### src/csa_pkg.sv
// Package: constants and types of the controlled sequence advance block
package csa_pkg;
    localparam int SET_MAX        = 64;
    localparam int IDX_W          = 6;
    localparam int CNT_W          = 7;
    localparam int PAR_W          = 32;
    localparam int REG_ADDR_W     = 4;
    localparam int DATA_W         = 32;
    localparam int SYNC_STAGES    = 2;

    // Register offsets
    localparam logic [3:0] REG_CTRL     = 4'h0;
    localparam logic [3:0] REG_TOTAL    = 4'h1;
    localparam logic [3:0] REG_STEP     = 4'h2;
    localparam logic [3:0] REG_STATUS   = 4'h3;
    localparam logic [3:0] REG_WR_INDEX = 4'h4;
    localparam logic [3:0] REG_WR_DATA  = 4'h5;
    localparam logic [3:0] REG_SAVED    = 4'h6;
    localparam logic [3:0] REG_ACTIVE   = 4'h7;

    // Control field positions
    localparam int CTRL_EN_BIT      = 0;
    localparam int CTRL_SRC_LSB     = 1;
    localparam int CTRL_RST_EN_BIT  = 3;
    localparam int CTRL_RST_SEL_BIT = 4;
    localparam int CTRL_INV1_BIT    = 5;
    localparam int CTRL_INV2_BIT    = 6;

    // Reset values
    localparam logic [CNT_W-1:0] TOTAL_RESET  = 7'h01;
    localparam logic [PAR_W-1:0] ACTIVE_RESET = 32'h0000_0000;

    // Line glitch window: trigger ignored while either input line settles, whether or not it controls the sequence
    localparam int CLK_MHZ      = 250;
    localparam int SETTLE_NS    = 1000;
    localparam int SETTLE_CYC   = (SETTLE_NS * CLK_MHZ) / 1000;
    localparam int SETTLE_W     = 9;

    typedef enum logic [1:0] {
        SRC_ALWAYS,
        SRC_LINE1,
        SRC_LINE2,
        SRC_OFF
    } csa_src_t;
endpackage

### src/csa_seq.sv
`timescale 1ns/10ps
module csa_seq #(
    parameter int SETS   = csa_pkg::SET_MAX,
    parameter int SETTLE = csa_pkg::SETTLE_CYC
) (
    // Clock and reset
    input  wire logic                         mclk,
    input  wire logic                         arst_n,
    // Pins
    input  wire logic                         frame_trig,
    input  wire logic                         line1,
    input  wire logic                         line2,
    // Register port
    input  wire logic [csa_pkg::REG_ADDR_W-1:0] reg_addr,
    input  wire logic [csa_pkg::DATA_W-1:0]   reg_wdata,
    input  wire logic                         reg_wr,
    input  wire logic                         reg_rd,
    output logic      [csa_pkg::DATA_W-1:0]   reg_rdata,
    // Sequencer state
    output logic      [csa_pkg::PAR_W-1:0]    active_params,
    output logic      [csa_pkg::IDX_W-1:0]    cur_index,
    output logic                              waiting_trig,
    output logic                              frame_start
);
    typedef struct packed {
        logic                          en;
        csa_pkg::csa_src_t             src;
        logic                          rst_en;
        logic                          rst_sel;
        logic                          inv1;
        logic                          inv2;
        logic [csa_pkg::CNT_W-1:0]     total;
        logic [csa_pkg::IDX_W-1:0]     wr_index;
        logic [csa_pkg::IDX_W-1:0]     idx;
        logic                          load_pend;
        logic [csa_pkg::PAR_W-1:0]     active;
        logic [csa_pkg::PAR_W-1:0]     saved;
        logic                          trig_d;
        logic                          l1_d;
        logic                          l2_d;
        logic [csa_pkg::SETTLE_W-1:0]  settle;
        logic                          fstart;
        logic [csa_pkg::DATA_W-1:0]    rdata;
    } csa_st_t;

    csa_st_t st;
    csa_st_t next_st;

    logic                        trig_s;
    logic                        l1_s;
    logic                        l2_s;
    logic                        mem_wr;
    logic [csa_pkg::PAR_W-1:0]   mem_rd;
    logic [csa_pkg::IDX_W-1:0]   next_idx_plus;
    logic                        trig_rise;
    logic                        lv1;
    logic                        lv2;
    logic                        step_sw;
    logic                        line_chg;
    logic                        trig_ok;

    csa_sync u_sync_trig (
        .mclk   (mclk),
        .arst_n (arst_n),
        .d      (frame_trig),
        .q      (trig_s)
    );

    csa_sync u_sync_l1 (
        .mclk   (mclk),
        .arst_n (arst_n),
        .d      (line1),
        .q      (l1_s)
    );

    csa_sync u_sync_l2 (
        .mclk   (mclk),
        .arst_n (arst_n),
        .d      (line2),
        .q      (l2_s)
    );

    assign mem_wr = reg_wr && (reg_addr == csa_pkg::REG_WR_DATA);

    csa_set_mem #(
        .DEPTH (SETS),
        .AW    (csa_pkg::IDX_W),
        .DW    (csa_pkg::PAR_W)
    ) u_mem (
        .mclk    (mclk),
        .wr_en   (mem_wr),
        .wr_addr (st.wr_index),
        .wr_data (reg_wdata),
        .rd_addr (next_st.idx),
        .rd_data (mem_rd)
    );

    // Line levels, inverted when inv1/inv2 are set, used by the source and restart decisions
    assign lv1 = l1_s ^ st.inv1;
    assign lv2 = l2_s ^ st.inv2;
    assign line_chg = (l1_s != st.l1_d) || (l2_s != st.l2_d);
    assign trig_rise = trig_s && !st.trig_d;
    assign step_sw = reg_wr && (reg_addr == csa_pkg::REG_STEP);
    assign trig_ok = trig_rise && (st.settle == '0) && !line_chg;

    // Wrap after the last configured index
    always_comb begin
        if ({1'b0, st.idx} + 7'h01 >= st.total) begin
            next_idx_plus = '0;
        end else begin
            next_idx_plus = st.idx + 6'h01;
        end
    end

    always_comb begin
        logic adv;
        logic rst_req;
        adv     = 1'b0;
        rst_req = 1'b0;
        next_st = st;
        next_st.trig_d    = trig_s;
        next_st.l1_d      = l1_s;
        next_st.l2_d      = l2_s;
        next_st.fstart    = 1'b0;
        next_st.load_pend = 1'b0;
        next_st.rdata     = '0;

        // Settle window after any line edge
        if (line_chg) begin
            next_st.settle = csa_pkg::SETTLE_W'(SETTLE);
        end else if (st.settle != '0) begin
            next_st.settle = st.settle - 9'h001;
        end

        if (st.en && trig_ok) begin
            next_st.fstart = 1'b1;
            case (st.src)
                csa_pkg::SRC_ALWAYS: adv = 1'b1;
                csa_pkg::SRC_LINE1:  adv = lv1;
                csa_pkg::SRC_LINE2:  adv = lv2;
                csa_pkg::SRC_OFF:    adv = 1'b0;
                default:             adv = 1'b0;
            endcase
            rst_req = st.rst_en && (st.rst_sel ? lv2 : lv1);
        end
        if (st.en && step_sw && st.src == csa_pkg::SRC_OFF) begin
            adv = 1'b1;
        end

        if (st.en) begin
            if (rst_req) begin
                next_st.idx       = '0;
                next_st.load_pend = 1'b1;
            end else if (adv) begin
                next_st.idx       = next_idx_plus;
                next_st.load_pend = 1'b1;
            end
        end
        if (st.load_pend) begin
            next_st.active = mem_rd;
        end

        // Register writes
        if (reg_wr) begin
            case (reg_addr)
                csa_pkg::REG_CTRL: begin
                    if (reg_wdata[csa_pkg::CTRL_EN_BIT] && !st.en) begin
                        next_st.saved     = st.active;
                        next_st.idx       = '0;
                        next_st.load_pend = 1'b1;
                    end
                    if (!reg_wdata[csa_pkg::CTRL_EN_BIT] && st.en) begin
                        next_st.active    = st.saved;
                        next_st.load_pend = 1'b0;
                    end
                    next_st.en = reg_wdata[csa_pkg::CTRL_EN_BIT];
                    next_st.src = csa_pkg::csa_src_t'(
                        reg_wdata[csa_pkg::CTRL_SRC_LSB +: 2]);
                    next_st.rst_en  = reg_wdata[csa_pkg::CTRL_RST_EN_BIT];
                    next_st.rst_sel = reg_wdata[csa_pkg::CTRL_RST_SEL_BIT];
                    next_st.inv1    = reg_wdata[csa_pkg::CTRL_INV1_BIT];
                    next_st.inv2    = reg_wdata[csa_pkg::CTRL_INV2_BIT];
                end
                csa_pkg::REG_TOTAL: begin
                    if (!st.en) begin
                        if (reg_wdata[csa_pkg::CNT_W-1:0] == '0) begin
                            next_st.total = csa_pkg::TOTAL_RESET;
                        end else if (reg_wdata[csa_pkg::CNT_W-1:0]
                                     > csa_pkg::CNT_W'(SETS)) begin
                            next_st.total = csa_pkg::CNT_W'(SETS);
                        end else begin
                            next_st.total = reg_wdata[csa_pkg::CNT_W-1:0];
                        end
                    end
                end
                csa_pkg::REG_WR_INDEX: begin
                    next_st.wr_index = reg_wdata[csa_pkg::IDX_W-1:0];
                end
                csa_pkg::REG_ACTIVE: begin
                    if (!st.en) begin
                        next_st.active = reg_wdata;
                    end
                end
                default: begin
                end
            endcase
        end

        // Register reads
        if (reg_rd) begin
            case (reg_addr)
                csa_pkg::REG_CTRL: begin
                    next_st.rdata[csa_pkg::CTRL_EN_BIT]       = st.en;
                    next_st.rdata[csa_pkg::CTRL_SRC_LSB +: 2] = st.src;
                    next_st.rdata[csa_pkg::CTRL_RST_EN_BIT]   = st.rst_en;
                    next_st.rdata[csa_pkg::CTRL_RST_SEL_BIT]  = st.rst_sel;
                    next_st.rdata[csa_pkg::CTRL_INV1_BIT]     = st.inv1;
                    next_st.rdata[csa_pkg::CTRL_INV2_BIT]     = st.inv2;
                end
                csa_pkg::REG_TOTAL: begin
                    next_st.rdata[csa_pkg::CNT_W-1:0] = st.total;
                end
                csa_pkg::REG_STATUS: begin
                    next_st.rdata[csa_pkg::IDX_W-1:0] = st.idx;
                    next_st.rdata[csa_pkg::IDX_W]     =
                        (st.settle == '0) && !line_chg;
                end
                csa_pkg::REG_WR_INDEX: begin
                    next_st.rdata[csa_pkg::IDX_W-1:0] = st.wr_index;
                end
                csa_pkg::REG_SAVED: next_st.rdata = st.saved;
                csa_pkg::REG_ACTIVE: next_st.rdata = st.active;
                default: next_st.rdata = '0;
            endcase
        end
    end

    always_ff @(posedge mclk or negedge arst_n) begin
        if (!arst_n) begin
            st        <= '0;
            st.src    <= csa_pkg::SRC_ALWAYS;
            st.total  <= csa_pkg::TOTAL_RESET;
            st.active <= csa_pkg::ACTIVE_RESET;
        end else begin
            st <= next_st;
        end
    end

    assign reg_rdata     = st.rdata;
    assign active_params = st.active;
    assign cur_index     = st.idx;
    assign waiting_trig  = (st.settle == '0) && !line_chg;
    assign frame_start   = st.fstart;

    a_restart_zero: assert property (@(posedge mclk)
        disable iff (!arst_n)
        st.en && trig_ok && st.rst_en && (st.rst_sel ? lv2 : lv1) && !reg_wr
        |=> st.idx == '0)
        else $error("restart did not select set zero");
    a_always_step: assert property (@(posedge mclk)
        disable iff (!arst_n)
        st.en && trig_ok && st.src == csa_pkg::SRC_ALWAYS && !st.rst_en
        && !reg_wr |=> st.idx == $past(next_idx_plus))
        else $error("always source did not step");
    a_off_holds: assert property (@(posedge mclk)
        disable iff (!arst_n)
        st.en && st.src == csa_pkg::SRC_OFF && !st.rst_en && !reg_wr
        |=> st.idx == $past(st.idx))
        else $error("disabled source moved without command");
    a_line_low_hold: assert property (@(posedge mclk)
        disable iff (!arst_n)
        st.en && st.src == csa_pkg::SRC_LINE1 && !lv1 && !st.rst_en
        && !reg_wr |=> st.idx == $past(st.idx))
        else $error("line source stepped with line low");
    a_line_step: assert property (@(posedge mclk)
        disable iff (!arst_n)
        st.en && trig_ok && st.src == csa_pkg::SRC_LINE2 && lv2
        && !st.rst_en && !reg_wr |=> st.idx == $past(next_idx_plus))
        else $error("line source did not step with line high");
    a_idx_range: assert property (@(posedge mclk)
        disable iff (!arst_n)
        st.en |-> {1'b0, st.idx} < st.total)
        else $error("index outside configured count");
    a_wrap_zero: assert property (@(posedge mclk)
        disable iff (!arst_n)
        st.en && trig_ok && st.src == csa_pkg::SRC_ALWAYS && !st.rst_en
        && !reg_wr && {1'b0, st.idx} + 7'h01 == st.total |=> st.idx == '0)
        else $error("last set did not wrap to zero");
    a_ascend_only: assert property (@(posedge mclk)
        disable iff (!arst_n)
        st.en && $past(st.en) && st.idx != $past(st.idx)
        |-> st.idx == '0 || st.idx == $past(st.idx) + 6'h01)
        else $error("index moved out of ascending order");
    a_sw_step: assert property (@(posedge mclk)
        disable iff (!arst_n)
        st.en && step_sw && st.src == csa_pkg::SRC_OFF && !st.rst_en
        |=> st.idx == $past(next_idx_plus))
        else $error("software step command did not step");
    a_ignore_settle: assert property (@(posedge mclk)
        disable iff (!arst_n)
        st.settle != '0 |=> !st.fstart)
        else $error("trigger taken during line change");
    a_fstart_pulse: assert property (@(posedge mclk)
        disable iff (!arst_n)
        st.fstart |=> !st.fstart)
        else $error("frame start longer than one cycle");
    a_enable_zero: assert property (@(posedge mclk)
        disable iff (!arst_n)
        $rose(st.en) |-> st.idx == '0 ##1 st.active == mem_rd)
        else $error("enable did not load set zero");
    a_disable_back: assert property (@(posedge mclk)
        disable iff (!arst_n)
        $fell(st.en) |-> st.active == st.saved)
        else $error("disable did not restore values");
    a_idle_hold: assert property (@(posedge mclk)
        disable iff (!arst_n)
        !st.en && !reg_wr |=> st.idx == $past(st.idx))
        else $error("index moved while sequencer disabled");

    c_wrap: cover property (@(posedge mclk) disable iff (!arst_n)
        st.en && st.idx != '0 ##1 st.idx == '0);
    c_restart: cover property (@(posedge mclk) disable iff (!arst_n)
        st.en && trig_ok && st.rst_en);
    c_sw_step: cover property (@(posedge mclk) disable iff (!arst_n)
        st.en && step_sw && st.src == csa_pkg::SRC_OFF);
    c_line_step: cover property (@(posedge mclk) disable iff (!arst_n)
        st.en && trig_ok && st.src == csa_pkg::SRC_LINE1 && lv1);
    c_disable: cover property (@(posedge mclk) disable iff (!arst_n)
        $fell(st.en));
endmodule

### src/csa_sync.sv
// Two-flop synchroniser for one asynchronous level
`timescale 1ns/10ps
module csa_sync (
    // Clock and reset
    input  wire logic mclk,
    input  wire logic arst_n,
    // Level
    input  wire logic d,
    output logic      q
);
    typedef struct packed {
        logic s1;
        logic s2;
    } csa_sync_st_t;

    csa_sync_st_t st;
    csa_sync_st_t next_st;

    always_comb begin
        next_st    = st;
        next_st.s1 = d;
        next_st.s2 = st.s1;
    end

    always_ff @(posedge mclk or negedge arst_n) begin
        if (!arst_n) begin
            st <= '0;
        end else begin
            st <= next_st;
        end
    end

    assign q = st.s2;
endmodule

### src/csa_set_mem.sv
// Memory holding the stored parameter sets, registered read
`timescale 1ns/10ps
module csa_set_mem #(
    parameter int DEPTH = 64,
    parameter int AW    = 6,
    parameter int DW    = 32
) (
    // Clock
    input  wire logic          mclk,
    // Write port
    input  wire logic          wr_en,
    input  wire logic [AW-1:0] wr_addr,
    input  wire logic [DW-1:0] wr_data,
    // Read port
    input  wire logic [AW-1:0] rd_addr,
    output logic      [DW-1:0] rd_data
);
    logic [DW-1:0] mem [DEPTH];

    always_ff @(posedge mclk) begin
        if (wr_en) begin
            mem[wr_addr] <= wr_data;
        end
        rd_data <= mem[rd_addr];
    end
endmodule

### config.mk
export PLATFORM = sky130hd
export DESIGN_NAME = csa_seq
export DESIGN_NICKNAME = d
export VERILOG_FILES = /design/src/csa_pkg.sv /design/src/csa_seq.sv /design/src/csa_sync.sv /design/src/csa_set_mem.sv
export SDC_FILE = /design/constraint.sdc
export NUM_CORES = 2
export LEC_CHECK = 0
export BUFFER_PORTS_ARGS = -buffer_cell sky130_fd_sc_hd__clkbuf_2
export CAP_MARGIN = 5
export CORE_AREA = 2 2 467 469
export CTS_CLUSTER_SIZE = 24
export DETAILED_ROUTE_END_ITERATION = 8
export DIE_AREA = 0 0 469 471
export GPL_ROUTABILITY_DRIVEN = 0
export PLACE_DENSITY_LB_ADDON = 0.15
export RECOVER_POWER = 25
export SETUP_SLACK_MARGIN = 0.5
export SYNTH_ARGS = -nofsm -noshare
export SYNTH_HDL_FRONTEND = slang
export SYNTH_HIERARCHICAL = 1
export SYNTH_SLANG_ARGS = --single-unit
### constraint.sdc
create_clock -name mclk -period 4.5 [get_ports mclk]
set_input_delay 0.45 -clock mclk [delete_from_list [all_inputs] [get_ports mclk]]
set_output_delay 0.45 -clock mclk [all_outputs]
set_load 0.02 [all_outputs]
# Word level (Yosys, flattened, before mapping)
# Memories as Yosys holds them, arrays and structs flattened. A register that Yosys moved wholly into a read port is not among the register bits.
# Cells that the tools add are included.
# word_totals
ram_bits	2048
inputBits	43
register_bits	142
word_cells	101
output_inout_bits	72
memories	1
# classes
reduce_logical	27
bitwise	3
order_cmp	2
eq_ne	12
addsub	3
n_mux	29
# memory_table
memory	words	word_bits	read_ports	rd_ports_with_merged_regs	wr	line_no	text
u_mem.mem	64	32	1	1	1	csa_set_mem.sv:18	logic [DW-1:0] mem [DEPTH];
# ops
cell	n
2-to-1 mux 32 bit	5
2-to-1 mux 71 bit	1
one-hot mux 32 bit (2 select lines)	1
one-hot mux 25 bit (2 select lines)	1
2-to-1 mux 7 bit	7
one-hot mux 6 bit (6 select lines)	1
2-to-1 mux 33 bit	1
2-to-1 mux 9 bit	2
equality test 4 x 3 -> 1 bit, second input constant	4
logical AND 1 bit	12
logical NOT 9 bit	1
nonzero test 9 bit	1
subtractor 9 x 1 -> 9 bit, second input constant	1
equality test 4 x 2 -> 1 bit, second input constant	2
adder 6 x 1 -> 7 bit, second input constant	1
greater-or-equal comparator 7 bit	1
greater-than comparator 7 bit, second input constant	1
logical NOT 7 bit	1
2-to-1 mux 1 bit	7
adder 6 x 1 -> 6 bit, second input constant	1
2-to-1 mux 6 bit	1
AND reduction 3 bit	2
one-hot mux 1 bit (5 select lines)	1
equality test 2 bit, second input constant	2
other kinds (12)	18

# Logic depth before layout (Yosys ltp)
# depth
depth_word	14
mapped_depth	20
mapped_depth_nobuf	14

# Hierarchy
# Netlist, hierarchy kept.
# by_module_without_submodules
mod	n_inst	seq_area_each_um2	cells_each	area_each_um2
csa_set_mem	1	62139.6	3324	78515.3
csa_seq	1	3404.5	714	7450.9
csa_sync	3	50.0	2	50.0

# Worst setup path after synthesis
# OpenSTA, ideal clock, no wires.
# synth_path
path_type	input port to flip-flop
start	in reg_addr[1] in the netlist's numbering
end	mem u_mem.mem[48][0] (enable)
t_required_ns	4.039
stages	6
setup_time_ns	0.461
n_path_buf	2
t_arrival_ns	3.811
setup_slack_ns	0.229
path_cell_list	buf_4 -> buf_2 -> nor3_1 -> nor2b_1 -> nand4b_1 -> nor3_1
# synth_between
elab_chain_cells	4
# synth_rtl
element	line_no	text
from (decl)	csa_seq.sv:14	input wire logic [csa_pkg::REG_ADDR_W-1:0] reg_addr,
equality test 4 x 3 -> 1 bit	csa_seq.sv:83	assign mem_wr = reg_wr && (reg_addr == csa_pkg::REG_WR_DATA);
logical AND 1 bit	csa_seq.sv:83	
named net mem_wr	csa_seq.sv:52	logic mem_wr;
2-to-1 mux 1 bit	csa_set_mem.sv:21	if (wr_en) begin
2-to-1 mux 1 bit (not written as such)	csa_set_mem.sv:22	mem[wr_addr] <= wr_data;
to (decl)	csa_set_mem.sv:18	
# The timed path passes the listed nets, and every way through them passes these cells.

==> results by group <==
Yosys
  • Count of warnings emitted by yosys: 6
  • Avg Inst Size Synth: 21.3 sq um
  • Number of distinct library cell variants in the gate-level netlist after synthesis: 70
  • Net count of the mapped netlist: 4097
  • FF+latch count, synth: roughly 2200
  • Synth Flop Type: sky130_fd_sc_hd__edfxtp_1
  • Post-Synthesis Cell Area: 86100 sq um
  • Part of the Yosys area used for sequential elements: between 70% and 80%
  • Number of enable flip-flop cells after synthesis: between 2000 and 2500
  • Number of standard cells after synthesis: around 4000
  • Fraction of registers with async set or reset after synthesis: 6.39%

Setup path
  • Category of the worst setup path capture point: flop
  • Crit-path cells: nand3_4 > buf_6 > xnor2_2 > ha_1 > o2111a_1 > a211oi_2 > nand2_2 > buf_6 > buf_6 > o31ai_4 > buf_12 > buf_12 > buf_12 > buf_12 > mux4_2 > mux4_2 > o22ai_1 > buf_4 > nor2_4
  • Start of the worst register-to-register path: cur_index[2]
  • Arrival time at the worst endpoint: around 5 ns
  • Nature of the critical path startpoint: flop
  • Cell type group with the largest total delay on the critical path: buffers and inverters
  • Cell seen most often among critical-path stages: sky130_fd_sc_hd__buf_12
  • Worst Path Class, Setup: reg -> reg
  • Crit path max-delay cell type: sky130_fd_sc_hd__mux4_2
  • Endpoint of the lowest-slack register-to-register path: u_mem/rd_data[12]
  • Required time of the worst setup path: 5.25 ns
  • Biggest cell delay along the critical path: 0.54 ns
  • Combined buffer and inverter count along the critical path: 8
  • Path depth of the worst reg2reg path: 19
  • Worst reg-to-reg setup slack: about 0.15 ns
  • Highest fanout seen on the critical path: 8

Layout
  • Share of final-layout standard cells stronger than drive strength 1: 38.2%
  • Most frequent cells in the layout: 2048 x sky130_fd_sc_hd__edfxtp_1, 544 x sky130_fd_sc_hd__mux4_2, 350 x sky130_fd_sc_hd__buf_4
  • Leading cell type in the layout, fill and taps excluded: sky130_fd_sc_hd__edfxtp_1
  • Final Net Count: 4763
  • FILL cells: 17600
  • Signed area change from the synthesized netlist to the final layout: 22.1%

Floorplanning
  • Number of primary I/O pins: 115
  • Floorplan die area: roughly 220000 sq um
  • Placeable core area: between 200000 and 250000 sq um
  • Starting Density: around 40%
  • Width of the die: 469 um
  • Die boundary height: 471 um
  • Core Rows: 171

Power and ir drop
  • Power per unit of standard cell area: 424 nW/um^2
  • Lkg Pwr: 33.2 nW
  • Worst supply voltage drop on vdd: 0.393 mV
  • Overall power consumption: 44.6 mW

Route
  • Via count of the routed design: roughly 45000
  • DR WL/cell: 33.1 um
  • Avg Vias per Cell: 5.78
  • Count of unresolved DRC violations after routing: 0
  • Routed Antenna Nets: 0
  • DRC violation total after the first TritonRoute iteration: 5052
  • Iteration count of the initial detailed-routing pass: 6
  • Total wirelength of the detailed-routed design: 257 mm

STA
  • Tmin final: 4.35 ns
  • RSZ-0062 raised after global routing: yes
  • Slew margin rel.: -170%
  • Final Slew Violations: about 1000
  • Number of failing hold endpoints at the final stage: 0
  • Post-route setup TNS: 0 ns
  • Number of setup violations in the final report: 0
  • Setup clock skew after layout: roughly 0.034 ns
  • Top achievable clock speed: 230 MHz
  • Hold WS: 0.108 ns
  • Worst-margin pin slew: 4.05 ns
  • Final worst path period share: 96.6%

Clocking
  • CTS buffer count: between 200 and 250
  • Clock transition at the registers of the reported paths: 0.06 ns
  • Cell at the root of the clock tree: sky130_fd_sc_hd__clkbuf_16
  • TritonCTS clock tree: done
  • Maximum root-to-sink buffer count: 3
  • Skew-Pair Late Insertion Delay: 0.87 ns
  • Number of sinks handled by clock tree synthesis: 2222
  • H-tree depth reported by CTS: 4

Global routing
  • Vias in the first global route: 44400
  • Global-route wire length before repair: 355 mm
  • Residual overflow from global routing: 0
  • Maximum number of pins on one net before global-route repair: 76
  • Number of antenna violations at the first check in global routing: 13
  • Total global-route track usage: 23.1%

Hold path
  • Class of the worst hold path: in -> reg
  • Instance count along the most critical hold path: 3
  • Hold Crit Start: reg_wr
  • Worst-case hold path end point: active_params[0]

Placed design
  • Count of port buffers added during placement: approximately 110
  • Hpwl dp: 147 mm

Job
  • Max cap viols: 26

Status
  • Violated checks: max-capacitance violations, max-slew violations
  • Result of the run: complete, but fails checks
[cell type report]
cell class | instances | area, sq um | share of cell area (%)
flip-flops and latches | 2222 | 65700 | 62.5
multi-input cells | 1510 | 20300 | 19.4
repair buffers | 742 | 8210 | 7.81
clock buffers | 290 | 6100 | 5.81
well taps | 2854 | 3570 | 3.40
clock inverters | 127 | 1130 | 1.07
inverters | 13 | 48.8 | 0.0464
diodes | 11 | 27.5 | 0.0262
[per-layer routing]
metal  GRT usage, %  wire (um)  up-vias
li1               -          -    18200
met1           33.9     112000    24700
met2           36.0     121000     1658
met3           3.80      17700      283
met4           5.82       5750        4
met5              0         24        -
[cell usage after synthesis (5+ instances only)]
cell	count	share of area [%]
sky130_fd_sc_hd__buf_4	96	0.84
sky130_fd_sc_hd__dfxtp_1	32	0.74
sky130_fd_sc_hd__nand2b_1	18	0.13
sky130_fd_sc_hd__nor3_1	12	0.070
sky130_fd_sc_hd__a311oi_1	8	0.081
sky130_fd_sc_hd__nand3_1	16	0.093
sky130_fd_sc_hd__o31ai_1	8	0.070
sky130_fd_sc_hd__mux2_2	43	0.56
sky130_fd_sc_hd__mux2i_1	130	1.5
sky130_fd_sc_hd__buf_1	22	0.096
sky130_fd_sc_hd__inv_1	12	0.052
sky130_fd_sc_hd__nand3b_1	8	0.070
sky130_fd_sc_hd__buf_2	73	0.42
sky130_fd_sc_hd__a21oi_1	99	0.58
sky130_fd_sc_hd__nand2_1	56	0.24
sky130_fd_sc_hd__o22ai_1	116	0.84
sky130_fd_sc_hd__clkbuf_1	100	0.44
sky130_fd_sc_hd__nand4_1	9	0.065
sky130_fd_sc_hd__nor2_1	183	0.80
sky130_fd_sc_hd__a22oi_1	68	0.59
sky130_fd_sc_hd__dfrtp_1	141	4.1
sky130_fd_sc_hd__nor2b_1	44	0.32
sky130_fd_sc_hd__a21boi_0	6	0.052
sky130_fd_sc_hd__mux4_2	544	14
sky130_fd_sc_hd__o221ai_1	27	0.27
sky130_fd_sc_hd__buf_6	8	0.10
sky130_fd_sc_hd__and2_1	5	0.036
sky130_fd_sc_hd__a221oi_1	6	0.061
sky130_fd_sc_hd__xnor2_1	7	0.071
sky130_fd_sc_hd__edfxtp_1	2048	71
sky130_fd_sc_hd__ha_1	10	0.15
sky130_fd_sc_hd__or3_1	5	0.036
sky130_fd_sc_hd__o21ai_0	16	0.093
sky130_fd_sc_hd__and3_1	5	0.036
[worst reg2reg max path, cell delays in order, from the launching register on]
cell                       delay [ns]
sky130_fd_sc_hd__dfrtp_1         0.43
sky130_fd_sc_hd__nand3_4         0.12
sky130_fd_sc_hd__buf_6           0.15
sky130_fd_sc_hd__xnor2_2         0.12
sky130_fd_sc_hd__ha_1            0.27
sky130_fd_sc_hd__o2111a_1        0.24
sky130_fd_sc_hd__a211oi_2        0.27
sky130_fd_sc_hd__nand2_2         0.13
sky130_fd_sc_hd__buf_6           0.14
sky130_fd_sc_hd__buf_6           0.11
sky130_fd_sc_hd__o31ai_4         0.28
sky130_fd_sc_hd__buf_12          0.19
sky130_fd_sc_hd__buf_12          0.16
sky130_fd_sc_hd__buf_12          0.17
sky130_fd_sc_hd__buf_12          0.15
sky130_fd_sc_hd__mux4_2          0.31
sky130_fd_sc_hd__mux4_2          0.54
sky130_fd_sc_hd__o22ai_1         0.19
sky130_fd_sc_hd__buf_4           0.21
sky130_fd_sc_hd__nor2_4          0.04
[timing repair]
action / 4_1_cts / 5_1_grt
buffers inserted: 85 / 77
hold buffers: 7 / 0
pin swaps: 44 / 44
endpoints found under the setup margin: 32 / 32
hold endpoints to repair: 84 / 0
gates cloned: 17 / 6
resized for setup: 194 / 153
[per-stage QoR]
step | utilization [%] | std cells | worst slack, ns | area, sq um
finish | 48.7 | 7769 | 0.155 | 105000
global route | 48.6 | 7760 | -0.00503 | 105000
CTS | 47.9 | 7675 | 0.115 | 104000
detailed placement | 43.5 | 7149 | -0.549 | 94000
global placement | 43.5 | 7149 | -0.546 | 94000
floorplan | - | 4044 | 0.404 | 86100
[flip-flops by register name, summed over array words and instances (netlist names)]
register,count
u_mem/rd_data,32
u_sync_l2/q,1
u_sync_l1/q,1
u_sync_l2/next_st,1
active_params,32
u_mem/mem,2048
st,65
u_sync_trig/next_st,1
u_sync_l1/next_st,1
cur_index,6
frame_start,1
reg_rdata,32
u_sync_trig/q,1
[report_power, final]
part | switching (mW) | internal [mW]
combinational | 1.62 | 1.22
clock | 7.90 | 10.5
sequential | 0.507 | 22.9
[cells by family after synthesis]
family | synth area share (%)
flops | 76.3
mux | 16.4
simple gates | 2.23
compound gates | 2.91
buf+inv | 1.95
xor+xnor | 0.112
fa+ha+maj | 0.145
[worst max path at each step]
stage | from | to | depth (start not counted)
after floorplan | cur_index[2] | u_mem/rd_data[15] | 17
after global placement | cur_index[0] | u_mem/rd_data[24] | 17
after detailed placement | cur_index[0] | u_mem/rd_data[24] | 17
after CTS | cur_index[0] | u_mem/rd_data[8] | 21
after global routing | cur_index[2] | u_mem/rd_data[8] | 20
final | cur_index[2] | u_mem/rd_data[12] | 19
No activity file was read; power rests on OpenSTA's default activity.
